--- config.mk ---
export PLATFORM = sky130hd
export DESIGN_NAME = tac_dev_flat
export DESIGN_NICKNAME = d
export VERILOG_FILES = /design/src/hw/tac_pkg.sv /design/src/hw/tac_if.sv /design/src/hw/tac_dev.sv /design/src/flat_wrapper.sv
export SDC_FILE = /design/constraint.sdc
export NUM_CORES = 1
export LEC_CHECK = 0
export ABC_AREA = 1
export BUFFER_PORTS_ARGS = -buffer_cell sky130_fd_sc_hd__buf_2
export CAP_MARGIN = 20
export CELL_PAD_IN_SITES_DETAIL_PLACEMENT = 0
export CELL_PAD_IN_SITES_GLOBAL_PLACEMENT = 1
export CORE_MARGIN = 4
export CORE_UTILIZATION = 30
export DETAILED_ROUTE_END_ITERATION = 8
export GPL_TIMING_DRIVEN = 0
export PLACE_DENSITY = 0.7
export SLEW_MARGIN = 20
export SYNTH_ARGS = -nofsm -noshare
export SYNTH_HDL_FRONTEND = slang
export SYNTH_SLANG_ARGS = --single-unit
--- constraint.sdc ---
create_clock -name CLK_SYS -period 2.61 [get_ports CLK_SYS]
set_input_delay 0.1305 -clock CLK_SYS [delete_from_list [all_inputs] [get_ports CLK_SYS]]
set_output_delay 0.1305 -clock CLK_SYS [all_outputs]
set_load 0.005 [all_outputs]
--- src/hw/tac_pkg.sv ---
package tac_pkg;
    localparam int CNT_W             = 12;
    localparam int TAP_N             = 32;
    localparam int TAP_W             = 5;
    localparam int TRIM_W            = 3;
    localparam int CH_N              = 4;
    localparam int ADJ_W             = 8;
    localparam int TIME_W            = CNT_W + TAP_W;

    localparam logic [CNT_W-1:0]  CNT_NATURAL_MAX = 12'hFFF;
    localparam logic [CNT_W-1:0]  CNT_ONE         = 12'h001;
    localparam logic [CNT_W-1:0]  CNT_ZERO        = 12'h000;
    localparam logic [CNT_W-1:0]  REJECT_MARGIN   = 12'h002;
    localparam logic [TAP_W-1:0]  BIN_SHIFT       = 5'h1B;
    localparam int                TRIM_GROUP_LOG2 = 2;

    localparam logic [7:0] OFS_CTRL     = 8'h00;
    localparam logic [7:0] OFS_COARSE   = 8'h04;
    localparam logic [7:0] OFS_LATENCY  = 8'h08;
    localparam logic [7:0] OFS_ROLLOVER = 8'h0C;
    localparam logic [7:0] OFS_CHAN_ADJ = 8'h10;
    localparam logic [7:0] OFS_TRIM     = 8'h14;
    localparam logic [7:0] OFS_OFFSETS  = 8'h18;
    localparam logic [7:0] OFS_STATUS   = 8'h1C;

    localparam int CTRL_T0_BIT   = 0;
    localparam int CTRL_TRIG_BIT = 1;

    localparam logic [CNT_W-1:0] RST_COARSE   = 12'h000;
    localparam logic [CNT_W-1:0] RST_LATENCY  = 12'h100;
    localparam logic [CNT_W-1:0] RST_ROLLOVER = 12'hFFF;
    localparam logic [31:0]      RST_CHAN_ADJ = 32'h0000_0000;

    typedef enum logic [1:0] {
        TAC_TRIM_ZERO,
        TAC_TRIM_RAMP
    } tac_trim_type;
endpackage : tac_pkg

--- src/hw/tac_if.sv ---
`timescale 1ns/100ps
interface tac_if;
    import tac_pkg::*;
    logic                     t0_pulse;
    logic                     trig_pulse;
    logic [CNT_W-1:0]         coarse_off;
    logic [CNT_W-1:0]         tag_off;
    logic [CNT_W-1:0]         rej_off;
    logic [CNT_W-1:0]         rollover;
    logic [CH_N*ADJ_W-1:0]    chan_adj;
    logic [TAP_N*TRIM_W-1:0]  tap_trim;
    logic [CNT_W-1:0]         stat_coarse;
    logic [CNT_W-1:0]         stat_tag;

    modport dev (
        input  t0_pulse, trig_pulse, coarse_off, tag_off, rej_off, rollover, chan_adj,
        input  tap_trim,
        output stat_coarse, stat_tag
    );
    modport cfg (
        output t0_pulse, trig_pulse, coarse_off, tag_off, rej_off, rollover, chan_adj,
        output tap_trim,
        input  stat_coarse, stat_tag
    );
endinterface : tac_if

--- src/hw/tac_dev.sv ---
// Functional notes
// [RULE_01] t0 loads coarse counter with start value
// [RULE_02] natural wrap: latency is offset difference mod 4096
// [RULE_03] trigger matches measurement at latency distance
// [RULE_04] counters wrap at programmable limit
// [RULE_05] configurer adds excluded region when between offsets
// [RULE_06] zero coarse: tag offset = limit-latency+1
// [RULE_07] reject counter drops measurements past limit
// [RULE_08] configurer sets reject limit latency plus two
// [RULE_09] reject offset accounts excluded region too
// [RULE_10] trim loads tap outputs, shifting bin boundary
// [RULE_11] trim zero lengthens bin 27, shortens 28
// [RULE_12] two coarse counters on opposite phases, selected; here both count on the rising edge, b one cycle behind a
// [RULE_13] very high resolution: trims ramp 0..7 by fours
// [RULE_14] low resolution: trims may stay zero
// [RULE_15] reported time includes coarse offset, channel adjust
// [RULE_16] t0 resets all four counters together
// [RULE_17] trigger stores current tag count entry
// [RULE_18] counters increment, return to zero past limit
// [RULE_19] t0 wins over counting on same edge
`timescale 1ns/100ps
module tac_dev
    import tac_pkg::*;
(
    input  wire logic                      CLK_SYS,
    input  wire logic                      RST_B,
    tac_if.dev                             LINK,
    input  wire logic                      HIT,
    input  wire logic [TAP_W-1:0]          HIT_TAP,
    input  wire logic [1:0]                HIT_CHAN,
    output logic                           TRIG_VALID,
    output logic [CNT_W-1:0]               TRIG_TAG,
    output logic                           MEAS_VALID,
    output logic [TIME_W-1:0]              MEAS_TIME,
    output logic                           MEAS_REJECT,
    output logic [TIME_W-1:0]              REJECT_TIME,
    output logic [TAP_N*TRIM_W-1:0]        TAP_LOAD,
    output logic [TAP_N*TAP_W-1:0]         TAP_BIN
);
    logic [CNT_W-1:0]     coarse_a_r;
    logic [CNT_W-1:0]     coarse_b_r;
    logic [CNT_W-1:0]     tag_r;
    logic [CNT_W-1:0]     rej_r;
    logic                 hit_s1_r;
    logic                 hit_s2_r;
    logic                 hit_s3_r;
    logic [TAP_W-1:0]     tap_s1_r;
    logic [TAP_W-1:0]     tap_s2_r;
    logic [1:0]           chan_s1_r;
    logic [1:0]           chan_s2_r;
    logic                 hit_evt;
    logic [TAP_W-1:0]     fine_bin;
    logic [CNT_W-1:0]     coarse_sel;
    logic [ADJ_W-1:0]     adj_sel;
    logic [TIME_W-1:0]    raw_time;
    logic [TIME_W-1:0]    hit_time;
    logic                 pend_r;
    logic [TIME_W-1:0]    pend_time_r;
    logic                 match_now;
    logic                 reject_now;

    function automatic logic [CNT_W-1:0] wrap_inc(input logic [CNT_W-1:0] v,
                                                  input logic [CNT_W-1:0] lim);
        logic [CNT_W-1:0] r;
        r = (v >= lim) ? CNT_ZERO : v + CNT_ONE;
        return r;
    endfunction : wrap_inc

    // phase-a coarse counter
    always_ff @(posedge CLK_SYS or negedge RST_B) begin
        if (!RST_B) begin
            coarse_a_r <= CNT_ZERO;
        end else if (LINK.t0_pulse) begin
            coarse_a_r <= LINK.coarse_off; // [RULE_01] [RULE_16] [RULE_19]
        end else begin
            coarse_a_r <= wrap_inc(coarse_a_r, LINK.rollover); // [RULE_04] [RULE_18]
        end
    end

    // phase-b coarse counter trails phase a by one CLK_SYS cycle
    always_ff @(posedge CLK_SYS or negedge RST_B) begin
        if (!RST_B) begin
            coarse_b_r <= CNT_ZERO;
        end else if (LINK.t0_pulse) begin
            coarse_b_r <= LINK.coarse_off; // [RULE_16] [RULE_19]
        end else begin
            coarse_b_r <= coarse_a_r; // [RULE_12]
        end
    end

    // trigger time tag counter
    always_ff @(posedge CLK_SYS or negedge RST_B) begin
        if (!RST_B) begin
            tag_r <= CNT_ZERO;
        end else if (LINK.t0_pulse) begin
            tag_r <= LINK.tag_off; // [RULE_16] [RULE_19]
        end else begin
            tag_r <= wrap_inc(tag_r, LINK.rollover); // [RULE_04] [RULE_18]
        end
    end

    // reject counter
    always_ff @(posedge CLK_SYS or negedge RST_B) begin
        if (!RST_B) begin
            rej_r <= CNT_ZERO;
        end else if (LINK.t0_pulse) begin
            rej_r <= LINK.rej_off; // [RULE_16] [RULE_19]
        end else begin
            rej_r <= wrap_inc(rej_r, LINK.rollover); // [RULE_04] [RULE_18]
        end
    end

    assign LINK.stat_coarse = coarse_a_r;
    assign LINK.stat_tag    = tag_r;

    // hit pin synchronisers
    always_ff @(posedge CLK_SYS or negedge RST_B) begin
        if (!RST_B) begin
            hit_s1_r  <= 1'b0;
            hit_s2_r  <= 1'b0;
            hit_s3_r  <= 1'b0;
            tap_s1_r  <= '0;
            tap_s2_r  <= '0;
            chan_s1_r <= '0;
            chan_s2_r <= '0;
        end else begin
            hit_s1_r  <= HIT;
            hit_s2_r  <= hit_s1_r;
            hit_s3_r  <= hit_s2_r;
            tap_s1_r  <= HIT_TAP;
            tap_s2_r  <= tap_s1_r;
            chan_s1_r <= HIT_CHAN;
            chan_s2_r <= chan_s1_r;
        end
    end

    assign hit_evt = hit_s2_r && !hit_s3_r;

    // tap to encoded bin: tap k closes bin k+27
    assign fine_bin = tap_s2_r + BIN_SHIFT; // [RULE_11]

    // late taps belong to phase a, early taps to the trailing phase b
    assign coarse_sel = tap_s2_r[TAP_W-1] ? coarse_a_r : coarse_b_r; // [RULE_12]

    assign adj_sel  = LINK.chan_adj[chan_s2_r*ADJ_W +: ADJ_W];
    assign raw_time = {coarse_sel, fine_bin};
    assign hit_time = raw_time + {{(TIME_W-ADJ_W){1'b0}}, adj_sel}; // [RULE_15]

    // matching against the trigger tag; equal coarse means latency distance
    assign match_now  = pend_r && LINK.trig_pulse
                        && (pend_time_r[TIME_W-1:TAP_W] == tag_r); // [RULE_02] [RULE_03]
    assign reject_now = pend_r && !match_now
                        && (pend_time_r[TIME_W-1:TAP_W] == rej_r); // [RULE_07]

    // one pending measurement awaiting trigger or reject
    always_ff @(posedge CLK_SYS or negedge RST_B) begin
        if (!RST_B) begin
            pend_r      <= 1'b0;
            pend_time_r <= '0;
        end else if (hit_evt) begin
            pend_r      <= 1'b1;
            pend_time_r <= hit_time;
        end else if (match_now || reject_now) begin
            pend_r      <= 1'b0; // [RULE_07]
        end
    end

    always_ff @(posedge CLK_SYS or negedge RST_B) begin
        if (!RST_B) begin
            MEAS_VALID <= 1'b0;
            MEAS_TIME  <= '0;
        end else begin
            MEAS_VALID <= match_now;
            if (match_now) begin
                MEAS_TIME <= pend_time_r; // [RULE_15]
            end
        end
    end

    always_ff @(posedge CLK_SYS or negedge RST_B) begin
        if (!RST_B) begin
            MEAS_REJECT <= 1'b0;
            REJECT_TIME <= '0;
        end else begin
            MEAS_REJECT <= reject_now;
            if (reject_now) begin
                REJECT_TIME <= pend_time_r;
            end
        end
    end

    // trigger entry with the current tag count
    always_ff @(posedge CLK_SYS or negedge RST_B) begin
        if (!RST_B) begin
            TRIG_VALID <= 1'b0;
            TRIG_TAG   <= CNT_ZERO;
        end else begin
            TRIG_VALID <= LINK.trig_pulse; // [RULE_17]
            if (LINK.trig_pulse) begin
                TRIG_TAG <= tag_r; // [RULE_17]
            end
        end
    end

    // per-tap load on the delay-chain outputs and its bin label
    genvar gi;
    generate
        for (gi = 0; gi < TAP_N; gi++) begin : g_tap
            localparam logic [TAP_W-1:0] TAP_IDX = TAP_W'(gi);
            always_ff @(posedge CLK_SYS or negedge RST_B) begin
                if (!RST_B) begin
                    TAP_LOAD[gi*TRIM_W +: TRIM_W] <= '0;
                    TAP_BIN[gi*TAP_W +: TAP_W]    <= '0;
                end else begin
                    TAP_LOAD[gi*TRIM_W +: TRIM_W] <=
                        LINK.tap_trim[gi*TRIM_W +: TRIM_W]; // [RULE_10]
                    TAP_BIN[gi*TAP_W +: TAP_W]    <= TAP_IDX + BIN_SHIFT; // [RULE_11]
                end
            end
        end
    endgenerate
endmodule : tac_dev

--- src/flat_wrapper.sv ---
// flat-port wrapper written by rule: the top's interface ports become plain ports
module tac_dev_flat import tac_pkg::*;
  (CLK_SYS, RST_B, HIT, HIT_TAP, HIT_CHAN, TRIG_VALID, TRIG_TAG, MEAS_VALID, MEAS_TIME, MEAS_REJECT, REJECT_TIME, TAP_LOAD, TAP_BIN, LINK_t0_pulse, LINK_trig_pulse, LINK_coarse_off, LINK_tag_off, LINK_rej_off, LINK_rollover, LINK_chan_adj, LINK_tap_trim, LINK_stat_coarse, LINK_stat_tag);
  tac_if LINK_i ();
  input  wire logic CLK_SYS;
  input  wire logic RST_B;
  input  wire logic HIT;
  input  wire logic [TAP_W-1:0] HIT_TAP;
  input  wire logic [1:0] HIT_CHAN;
  output logic TRIG_VALID;
  output logic [CNT_W-1:0] TRIG_TAG;
  output logic MEAS_VALID;
  output logic [TIME_W-1:0] MEAS_TIME;
  output logic MEAS_REJECT;
  output logic [TIME_W-1:0] REJECT_TIME;
  output logic [TAP_N*TRIM_W-1:0] TAP_LOAD;
  output logic [TAP_N*TAP_W-1:0] TAP_BIN;
  input wire logic [$bits(LINK_i.t0_pulse)-1:0] LINK_t0_pulse;
  input wire logic [$bits(LINK_i.trig_pulse)-1:0] LINK_trig_pulse;
  input wire logic [$bits(LINK_i.coarse_off)-1:0] LINK_coarse_off;
  input wire logic [$bits(LINK_i.tag_off)-1:0] LINK_tag_off;
  input wire logic [$bits(LINK_i.rej_off)-1:0] LINK_rej_off;
  input wire logic [$bits(LINK_i.rollover)-1:0] LINK_rollover;
  input wire logic [$bits(LINK_i.chan_adj)-1:0] LINK_chan_adj;
  input wire logic [$bits(LINK_i.tap_trim)-1:0] LINK_tap_trim;
  output wire logic [$bits(LINK_i.stat_coarse)-1:0] LINK_stat_coarse;
  output wire logic [$bits(LINK_i.stat_tag)-1:0] LINK_stat_tag;
  assign LINK_i.t0_pulse = LINK_t0_pulse;
  assign LINK_i.trig_pulse = LINK_trig_pulse;
  assign LINK_i.coarse_off = LINK_coarse_off;
  assign LINK_i.tag_off = LINK_tag_off;
  assign LINK_i.rej_off = LINK_rej_off;
  assign LINK_i.rollover = LINK_rollover;
  assign LINK_i.chan_adj = LINK_chan_adj;
  assign LINK_i.tap_trim = LINK_tap_trim;
  assign LINK_stat_coarse = LINK_i.stat_coarse;
  assign LINK_stat_tag = LINK_i.stat_tag;
  tac_dev u_core (.CLK_SYS(CLK_SYS), .RST_B(RST_B), .LINK(LINK_i), .HIT(HIT), .HIT_TAP(HIT_TAP), .HIT_CHAN(HIT_CHAN), .TRIG_VALID(TRIG_VALID), .TRIG_TAG(TRIG_TAG), .MEAS_VALID(MEAS_VALID), .MEAS_TIME(MEAS_TIME), .MEAS_REJECT(MEAS_REJECT), .REJECT_TIME(REJECT_TIME), .TAP_LOAD(TAP_LOAD), .TAP_BIN(TAP_BIN));
endmodule
==> flow_summary.yaml, run 1 <==
status:
  outcome: "finished, final reports clean"
power:
  power_density_mw_per_mm2: 624.5
  leakage_nw: 9.150
  worst_ir_drop_vdd_mv: 0.7320
  power.total_mw: 10.62
cts:
  cts.sinks: 229
  clk_pin_slew_worst_paths_ns: 0.07
  cts-root-buf: "clkbuf_16"
  cts_max_path_buffers: 3
  cts_buffers: 27
  cts_tree: "built"
  htreeDepth: 1
  insertion_delay_ns: 0.57
grt:
  antenna_found_initial: 5
  grt_pass1_vias: 11010
  grt_max_degree: 84
  gr-total-overflow: 0
  track_usage: 0.1968
  grt_pass1_wl_um: 63560
timing:
  setup_slack_ns: 0.2132
  fmax_ghz: 0.4172
  rsz0062_at_grt: "false"
  period_needed_ns: 2.397
  drv_slew: 0
  hold-worst-slack_ns: 0.06509
  max_slew.worst_pin.slew_ns: 0.8291
  fin_crit_sh: 0.9183
  final_hold_viol_count: 0
  slew_headroom: 0.4472
  setup_violations: 0
  fin_skew_ns: 0.02799
  setup_tns_ns: 0
min_path:
  min_from: "LINK_t0_pulse"
  hold_class: "in2reg"
routing:
  dr.pass1.iters: 5
  ant_nets: 0
  viasPerCell: 4.315
  post_drt_wl_per_cell_um: 16.88
  drc: 0
  via_count: 10730
  drtIter0Drc: 482
  wl_um: 41980
logic_synthesis:
  syn-mean-instance-area_um2: 8.939
  synth_edf_count: 0
  ys_top_cells_by_area: "dfrtp_1 50%, buf_4 11%, nand2_1 9.1%, ha_1 5.3%, o21ai_0 4.0%"
  synth_commonest_cells: "274 x nand2_1, 229 x dfrtp_1, 159 x buf_4, 112 x nor2_1, 92 x inv_1"
  yosysWarnings: 0
  synth-main-ff-cell: "dfrtp_1"
  ys_seq_area_frac: 0.5048
  netlist_instances: 1270
  ys_ff_latch: 229
  ys_types: 38
  synth_area_mm2: 0.01135
  synth_top_area_cell: "dfrtp_1"
  synth.most_common_cell: "nand2_1"
  synth.top_cell.area_share: 0.5048
  synth_async_sr_flop_share: 1.000
placement:
  placed_cells: 2291
  place.gp.congestion: 0.8745
  dpl.hpwl_um: 32840
  place.port_buffers: 435
  dp_slack_ns: -0.2375
  placed_area_mm2: 0.01454
setup_path:
  cp.required_ns: 3.01
  max_stage_delay_ns: 0.45
  crit_path_start_kind: "register"
  crit_path_end_kind: "register"
  arrival_ns: 2.80
  crit_fanout: 10
  crit_path_start: "u_core.chan_s2_r[0]$_DFF_PN0_"
  crit_slowest_cell: "dfrtp_2"
  crit_type: "reg2reg"
  path_cells: "inv_2 -> buf_6 -> nor2_1 -> o22ai_2 -> ha_2 -> nand2_1 -> inv_1 -> a21oi_1 -> nand2_2 -> or2_2 -> nand3_1 -> o21ai_0"
  timing.rr.start: "u_core.chan_s2_r[0]$_DFF_PN0_"
run:
  drv_cap: 0
floorplan:
  dieWidth_um: 202.5
  io_pins: 517
  die_area_mm2: 0.04102
  start_util: 0.3071
  core_mm2: 0.03696
  std_cell_rows: 70
  die_h_um: 202.5
final_layout:
  fillers: 3591
  drive_gt1_frac: 0.3530
  ff_latch_area_mm2: 0.005733
  multi_input_area_mm2: 0.004250
  final_area_mm2: 0.01701
  fin_util: 0.4603
  final_nets: 2196
  layoutNonFillerInstCount: 2487
  area.growth.synth_to_final_pct: 49.85
## registers in the layout, summed over array words and instances, names as in the netlist, 2 cells and up
signal / cells
u_core.chan_s2_r: 2
u_core.REJECT_TIME: 17
u_core.MEAS_TIME: 17
u_core.pend_time_r: 17
u_core.tap_s2_r: 5
u_core.tap_s1_r: 5
u_core.coarse_b_r: 12
u_core.TAP_LOAD: 96
u_core.TRIG_TAG: 12
u_core.chan_s1_r: 2
u_core.rej_r: 12
u_core.LINK.stat_coarse: 12
u_core.LINK.stat_tag: 12
## cells in the final DEF, fill, tap and decap left out, types with 3 or more instances in the layout
master         instances
inv_1                 90
clkinvlp_4             5
nor3_1                11
o211ai_1               3
o21ai_0               90
bufinv_16              5
and2_1                 3
xnor2_1               17
inv_2                  8
nor2_1               112
ha_1                  47
nand2_1              272
dfrtp_1              227
diode_2                3
buf_4                160
clkbuf_1              18
clkinv_4               5
nand3_1               57
o22ai_2                3
o21ai_1                3
clkbuf_16             27
or2_2                  5
xor2_1                 6
o22ai_1                6
conb_1                81
dlygate4sd3_1        142
nand3b_1               5
buf_2                443
nand4_1               36
a21oi_1               48
nand2_2               12
## final cells by class
type                    instances  share of cell area
multi-input cells             833              0.2499
flip-flops and latches        229              0.3370
inverters                      98             0.02162
plain buffers                 189             0.07907
clock inverters                20             0.01640
well taps                     504             0.03707
repair buffers                581              0.2170
diodes                          3           0.0004413
clock buffers                  30             0.04156
## report_power, final
group | internal [mW] | total, mW | switching, mW
registers | 3.90 | 4.30 | 0.399
logic | 1.04 | 2.20 | 1.16
clock network | 2.49 | 4.12 | 1.64
## path summary, 6_finish.rpt
check	slack, ns	cells after the start	endpoint
min reg2reg	0.34	0	u_core.chan_s2_r[1]$_DFF_PN0_
min in group asynchronous	0.12	2	u_core.TAP_LOAD[12]$_DFF_PN0_
min	0.07	4	u_core.rej_r[2]$_DFF_PN0_
max in group asynchronous	1.61	3	u_core.TAP_BIN[127]$_DFF_PN0_
max reg2reg	0.21	12	u_core.pend_time_r[8]$_DFFE_PN0P_
max	0.21	12	u_core.pend_time_r[8]$_DFFE_PN0P_
## cells by family after synthesis
group | after synthesis | synth area share
other | 2 | 0.0006615
AO/OA/AOI/OAI | 157 | 0.07164
XOR/XNOR | 23 | 0.01774
adder cells (fa/ha/maj) | 49 | 0.05467
AND/OR/NAND/NOR | 523 | 0.2006
buffers and inverters | 287 | 0.1499
flip-flops | 229 | 0.5048
## critical path, delay by kind of cell (launching register included)
kind	cells	cell delay (ns)
and+or+nand+nor	5	0.65
AOI/OAI and AO/OA	3	0.45
adders and majority gates	1	0.35
buffers and inverters	3	0.34
DFF	1	0.45
## routing by layer
| metal | share of wire | track usage |
|---|---|---|
| met5 | 0.00081 | 0 |
| met4 | 0.043 | 0.07420 |
| met3 | 0.080 | 0.05670 |
| met2 | 0.50 | 0.3537 |
| met1 | 0.37 | 0.2215 |
## repair_timing
action / in CTS / in global routing
hold endpoints to repair: 226 / 0
hold buffers: 142 / 0
pin swaps: 0 / 0
setup endpoints to repair: 8 / 11
setup buffers: 0 / 1
resized for setup: 5 / 15
Note: power is estimated with default switching activity, not from simulation.
==> inputs of run 2 (changes only) <==
--- a/config.mk
+++ b/config.mk
@@ -12,6 +12,7 @@
 export CELL_PAD_IN_SITES_GLOBAL_PLACEMENT = 1
 export CORE_MARGIN = 4
 export CORE_UTILIZATION = 30
+export CTS_BUF_LIST = sky130_fd_sc_hd__clkbuf_4 sky130_fd_sc_hd__clkbuf_8
 export DETAILED_ROUTE_END_ITERATION = 8
 export GPL_TIMING_DRIVEN = 0
 export PLACE_DENSITY = 0.7
==> flow_summary.yaml, run 2 (synthesized netlist as in run 1, its figures left out) <==
timing:
  fin_skew_ns: 0.02676
  setup_tns_ns: 0
  fin_crit_sh: 0.9169
  slew_headroom: 0.4362
  setup_violations: 0
  period_needed_ns: 2.393
  rsz0062_at_grt: "false"
  fmax_ghz: 0.4179
  max_slew.worst_pin.slew_ns: 0.8457
  final_hold_viol_count: 0
  drv_slew: 0
routing:
  via_count: 10840
  post_drt_wl_per_cell_um: 16.87
  drtIter0Drc: 547
  dr.pass1.iters: 5
  viasPerCell: 4.312
  wl_um: 42390
  drc: 0
  ant_nets: 0
floorplan:
  start_util: 0.3071
  dieWidth_um: 202.5
  die_h_um: 202.5
  core_mm2: 0.03696
  die_area_mm2: 0.04102
  io_pins: 517
  std_cell_rows: 70
power:
  worst_ir_drop_vdd_mv: 0.4220
  leakage_nw: 9.180
  power_density_mw_per_mm2: 606.3
final_layout:
  area.growth.synth_to_final_pct: 49.33
  mostFrequentLayoutCells: "442 x buf_2, 272 x nand2_1, 227 x dfrtp_1"
  final_area_mm2: 0.01695
  multi_input_area_mm2: 0.004250
  final_common_cell: "buf_2"
  top_register: "u_core.TAP_LOAD"
  drive_gt1_frac: 0.3616
  fillers: 3635
  final_nets: 2212
  ff_latch_area_mm2: 0.005733
  largest_reg_flops: 96
run:
  drv_cap: 0
cts:
  htreeDepth: 2
  insertion_delay_ns: 0.59
  cts_max_path_buffers: 3
  cts.sinks: 229
  clk_pin_slew_worst_paths_ns: 0.07
  cts-root-buf: "clkbuf_8"
  cts_buffers: 43
  cts_tree: "built"
setup_path:
  cp.required_ns: 3.06
  crit_path_start: "u_core.chan_s2_r[0]$_DFF_PN0_"
  timing.rr.start: "u_core.chan_s2_r[0]$_DFF_PN0_"
  crit_path_start_kind: "register"
  crit_type: "reg2reg"
  arrival_ns: 2.84
  crit_path_end_kind: "register"
  r2r_cells: 12
  rrSetupSlack_ns: 0.22
  timing.rr.end: "u_core.pend_time_r[8]$_DFFE_PN0P_"
  crit_fanout: 10
min_path:
  min_from: "LINK_t0_pulse"
  hold_class: "in2reg"
  whs_path_depth: 4
  holdPathEnd: "u_core.rej_r[2]$_DFF_PN0_"
placement:
  place.gp.congestion: 0.8745
  place.port_buffers: 435
  placed_area_mm2: 0.01454
  dpl.hpwl_um: 32840
grt:
  track_usage: 0.2000
  gr-total-overflow: 0
  grt_pass1_vias: 11170
  grt_pass1_wl_um: 64020
  grt_max_degree: 84
  antenna_found_initial: 6
status:
  outcome: "finished, final reports clean"
[run 2: cell types whose count changed in the layout (fill, tap and decap cells not counted), sizes merged, moves of 2 or more]
cell / previous run / this run
clkbuf: 48 / 79
bufinv: 5 / 3
clkinv: 7 / 12
inv: 101 / 98
clkinvlp: 5 / 0
[run 2: what timing repair did]
item | in CTS | in global routing
endpoints found under the setup margin | 7 | 11
endpoints found under the hold margin | 244 | 0
resized for setup | 4 | 15
hold buffers | 142 | 0
setup buffers | 0 | 1
[run 2: how the worst max path moves through the flow]
stage,end,slack [ns]
4_1_cts,u_core.pend_time_r[8]$_DFFE_PN0P_,0.02
3_5_place_dp,u_core.pend_time_r[8]$_DFFE_PN0P_,-0.24
3_3_place_gp,u_core.MEAS_REJECT$_DFF_PN0_,-2.62
5_1_grt,u_core.pend_time_r[8]$_DFFE_PN0P_,0.01
6_report,u_core.pend_time_r[8]$_DFFE_PN0P_,0.22
2_1_floorplan,u_core.pend_time_r[8]$_DFFE_PN0P_,0.31
[run 2: final cells by class]
cell class,count,area share
clock buffer,60,0.04502
antenna,4,0.0005904
clock inverter,15,0.009742
buffer,189,0.07912
sequential,229,0.3382
tap,504,0.03720
multi-input combinational,833,0.2507
inverter,98,0.02170
timing repair buffer,581,0.2177
[run 2: critical path: stages, from the launching register on]
cell and delay (ns):
dfrtp_2 0.45, inv_2 0.13, buf_4 0.19, nor2_1 0.07, o22ai_2 0.22, ha_2 0.35, nand2_1 0.13, inv_1 0.05
a21oi_1 0.17, nand2_2 0.11, or2_2 0.28, nand3_1 0.06, o21ai_0 0.07
[run 2: where the power goes]
| part | switching (mW) | internal (mW) | total, mW |
|---|---|---|---|
| sequential | 0.400 | 3.90 | 4.30 |
| clock | 1.58 | 2.20 | 3.78 |
| combinational | 1.16 | 1.04 | 2.20 |
[run 2: stage by stage]
step           setup WS (ns)    util  total power, mW  std cells  hold WS, ns
2_1_floorplan         0.3065       -            5.377       1349      -0.1651
3_3_place_gp          -2.617  0.3911            6.357       2288       0.2377
3_5_place_dp         -0.2375  0.3935            6.391       2291       0.1386
4_1_cts              0.01932  0.4574            10.39       2508     0.002638
5_1_grt              0.01326  0.4585            10.89       2511       0.1042
6_report              0.2169  0.4587            10.28       2513      0.03712
[run 2: routing by layer]
layer	GRT usage	up-vias	wire length (µm)
met5	0	-	33
met4	0.08972	4	1781
met2	0.3526	449	21060
met1	0.2257	4990	15950
met3	0.05670	95	3563
li1	-	5298	-
==> inputs of run 3 (changes only) <==
--- a/config.mk
+++ b/config.mk
@@ -12,7 +12,7 @@
 export CELL_PAD_IN_SITES_GLOBAL_PLACEMENT = 1
 export CORE_MARGIN = 4
 export CORE_UTILIZATION = 30
-export CTS_BUF_LIST = sky130_fd_sc_hd__clkbuf_4 sky130_fd_sc_hd__clkbuf_8
+export CTS_BUF_LIST = sky130_fd_sc_hd__clkbuf_8
 export DETAILED_ROUTE_END_ITERATION = 8
 export GPL_TIMING_DRIVEN = 0
 export PLACE_DENSITY = 0.7
==> flow_summary.yaml, run 3 (synthesized netlist as in run 1, its figures left out) <==
status:
  outcome: "finished, final reports clean"
cts:
  clk_pin_slew_worst_paths_ns: 0.07
  cts.sinks: 229
  htreeDepth: 2
  cts-root-buf: "clkbuf_8"
  cts_tree: "built"
  insertion_delay_ns: 0.59
  cts_buffers: 43
  cts_max_path_buffers: 3
routing:
  wl_um: 42310
  via_count: 10790
  dr.pass1.iters: 6
  drc: 0
  drtIter0Drc: 481
  ant_nets: 0
  post_drt_wl_per_cell_um: 16.84
  viasPerCell: 4.295
placement:
  place.gp.congestion: 0.8745
  place.port_buffers: 435
  dpl.hpwl_um: 32840
setup_path:
  crit_path_end_kind: "register"
  crit_type: "reg2reg"
  max_stage_delay_ns: 0.45
  path_cells: "inv_2 -> buf_4 -> nor2_1 -> o22ai_2 -> ha_2 -> nand2_1 -> inv_1 -> a21oi_1 -> nand2_2 -> or2_2 -> nand3_1 -> o21ai_0"
  critical_path_buf_inv_count: 3
  arrival_ns: 2.84
  crit_fanout: 10
  crit_slowest_cell: "dfrtp_2"
  crit_path_start_kind: "register"
  rrSetupSlack_ns: 0.22
  crit_family: "simple AND/OR/NAND/NOR gates"
  cp.required_ns: 3.06
timing:
  fmax_ghz: 0.4177
  period_needed_ns: 2.394
  fin_crit_sh: 0.9173
  max_slew.worst_pin.slew_ns: 0.8213
  setup_violations: 0
  final_hold_viol_count: 0
  rsz0062_at_grt: "false"
  fin_skew_ns: 0.02516
  slew_headroom: 0.4525
  setup_tns_ns: 0
  hold-worst-slack_ns: 0.06181
  drv_slew: 0
run:
  drv_cap: 0
floorplan:
  start_util: 0.3071
  core_mm2: 0.03696
  dieWidth_um: 202.5
  die_h_um: 202.5
  io_pins: 517
  std_cell_rows: 70
  die_area_mm2: 0.04102
grt:
  grt_max_degree: 84
  track_usage: 0.2001
  grt_pass1_wl_um: 64050
  grt_pass1_vias: 11180
  antenna_found_initial: 5
  gr-total-overflow: 0
power:
  worst_ir_drop_vdd_mv: 0.4194
  power_density_mw_per_mm2: 599.0
  leakage_nw: 9.187
final_layout:
  area.growth.synth_to_final_pct: 48.98
  final_nets: 2212
  final_common_cell: "buf_2"
  top_register: "u_core.TAP_LOAD"
  drive_gt1_frac: 0.3566
  fin_util: 0.4576
  largest_reg_flops: 96
  mostFrequentLayoutCells: "442 x buf_2, 272 x nand2_1, 227 x dfrtp_1"
min_path:
  hold_class: "in2reg"
==> run 3: cell count changes in the layout (fill, tap and decap cells not counted) <==
cell	change
clkbuf_4	-10
diode_2	-1
inv_1	+10
==> run 3: layout make-up <==
cell class,instances,area (µm²)
Fill cell,3644,20050
Sequential cell,229,5733
Multi-Input combinational cell,833,4250
Timing Repair Buffer,581,3691
Buffer,189,1341
Clock buffer,50,688.2
Tap cell,504,630.6
Inverter,98,367.9
Clock inverter,25,202.7
Antenna cell,3,7.507
==> run 3: through the flow <==
step | setup slack (ns) | total power, mW | area (µm²) | cells
finish | 0.2157 | 10.13 | 16910 | 2512
global route | 0.01290 | 10.75 | 16910 | 2510
floorplan | 0.3065 | 5.377 | 11650 | 1349
CTS | 0.01948 | 10.25 | 16870 | 2508
detailed placement | -0.2375 | 6.391 | 14540 | 2291
global placement | -2.617 | 6.357 | 14460 | 2288
==> run 3: per-layer routing <==
metal  track usage  share of wire  vias to the layer above
met3       0.05622          0.081                       97
met4       0.09214          0.044                        4
met2        0.3514           0.49                      442
met5             0        0.00078                        -
met1        0.2261           0.38                     4948
li1              -              -                     5297
==> run 3: repair_timing <==
action                                 in CTS  in global routing
hold buffers                              142                  0
gates cloned                                0                  0
setup buffers                               0                  1
setup endpoints to repair                   7                 11
endpoints found under the hold margin     244                  0
gates resized for setup                     4                 15
==> run 3: worst min-delay path, cell delays in order <==
cell      delay [ns]
clkbuf_1        0.28
nor3b_1         0.10
nand2_1         0.06
nand2_1         0.04
==> run 3: worst paths after layout <==
path	start	end	depth (start not counted)
max	u_core.chan_s2_r[0]$_DFF_PN0_	u_core.pend_time_r[8]$_DFFE_PN0P_	12
min	LINK_t0_pulse	u_core.rej_r[2]$_DFF_PN0_	4
max reg2reg	u_core.chan_s2_r[0]$_DFF_PN0_	u_core.pend_time_r[8]$_DFFE_PN0P_	12
min reg2reg	u_core.tap_s1_r[0]$_DFF_PN0_	u_core.tap_s2_r[0]$_DFF_PN0_	0
max in group asynchronous	RST_B	u_core.TAP_BIN[127]$_DFF_PN0_	3
min in group asynchronous	RST_B	u_core.TAP_LOAD[66]$_DFF_PN0_	2
==> run 3: report_power, final <==
part,switching (mW),internal [mW]
combinational,1.16,1.04
clock,1.58,2.05
sequential,0.397,3.90
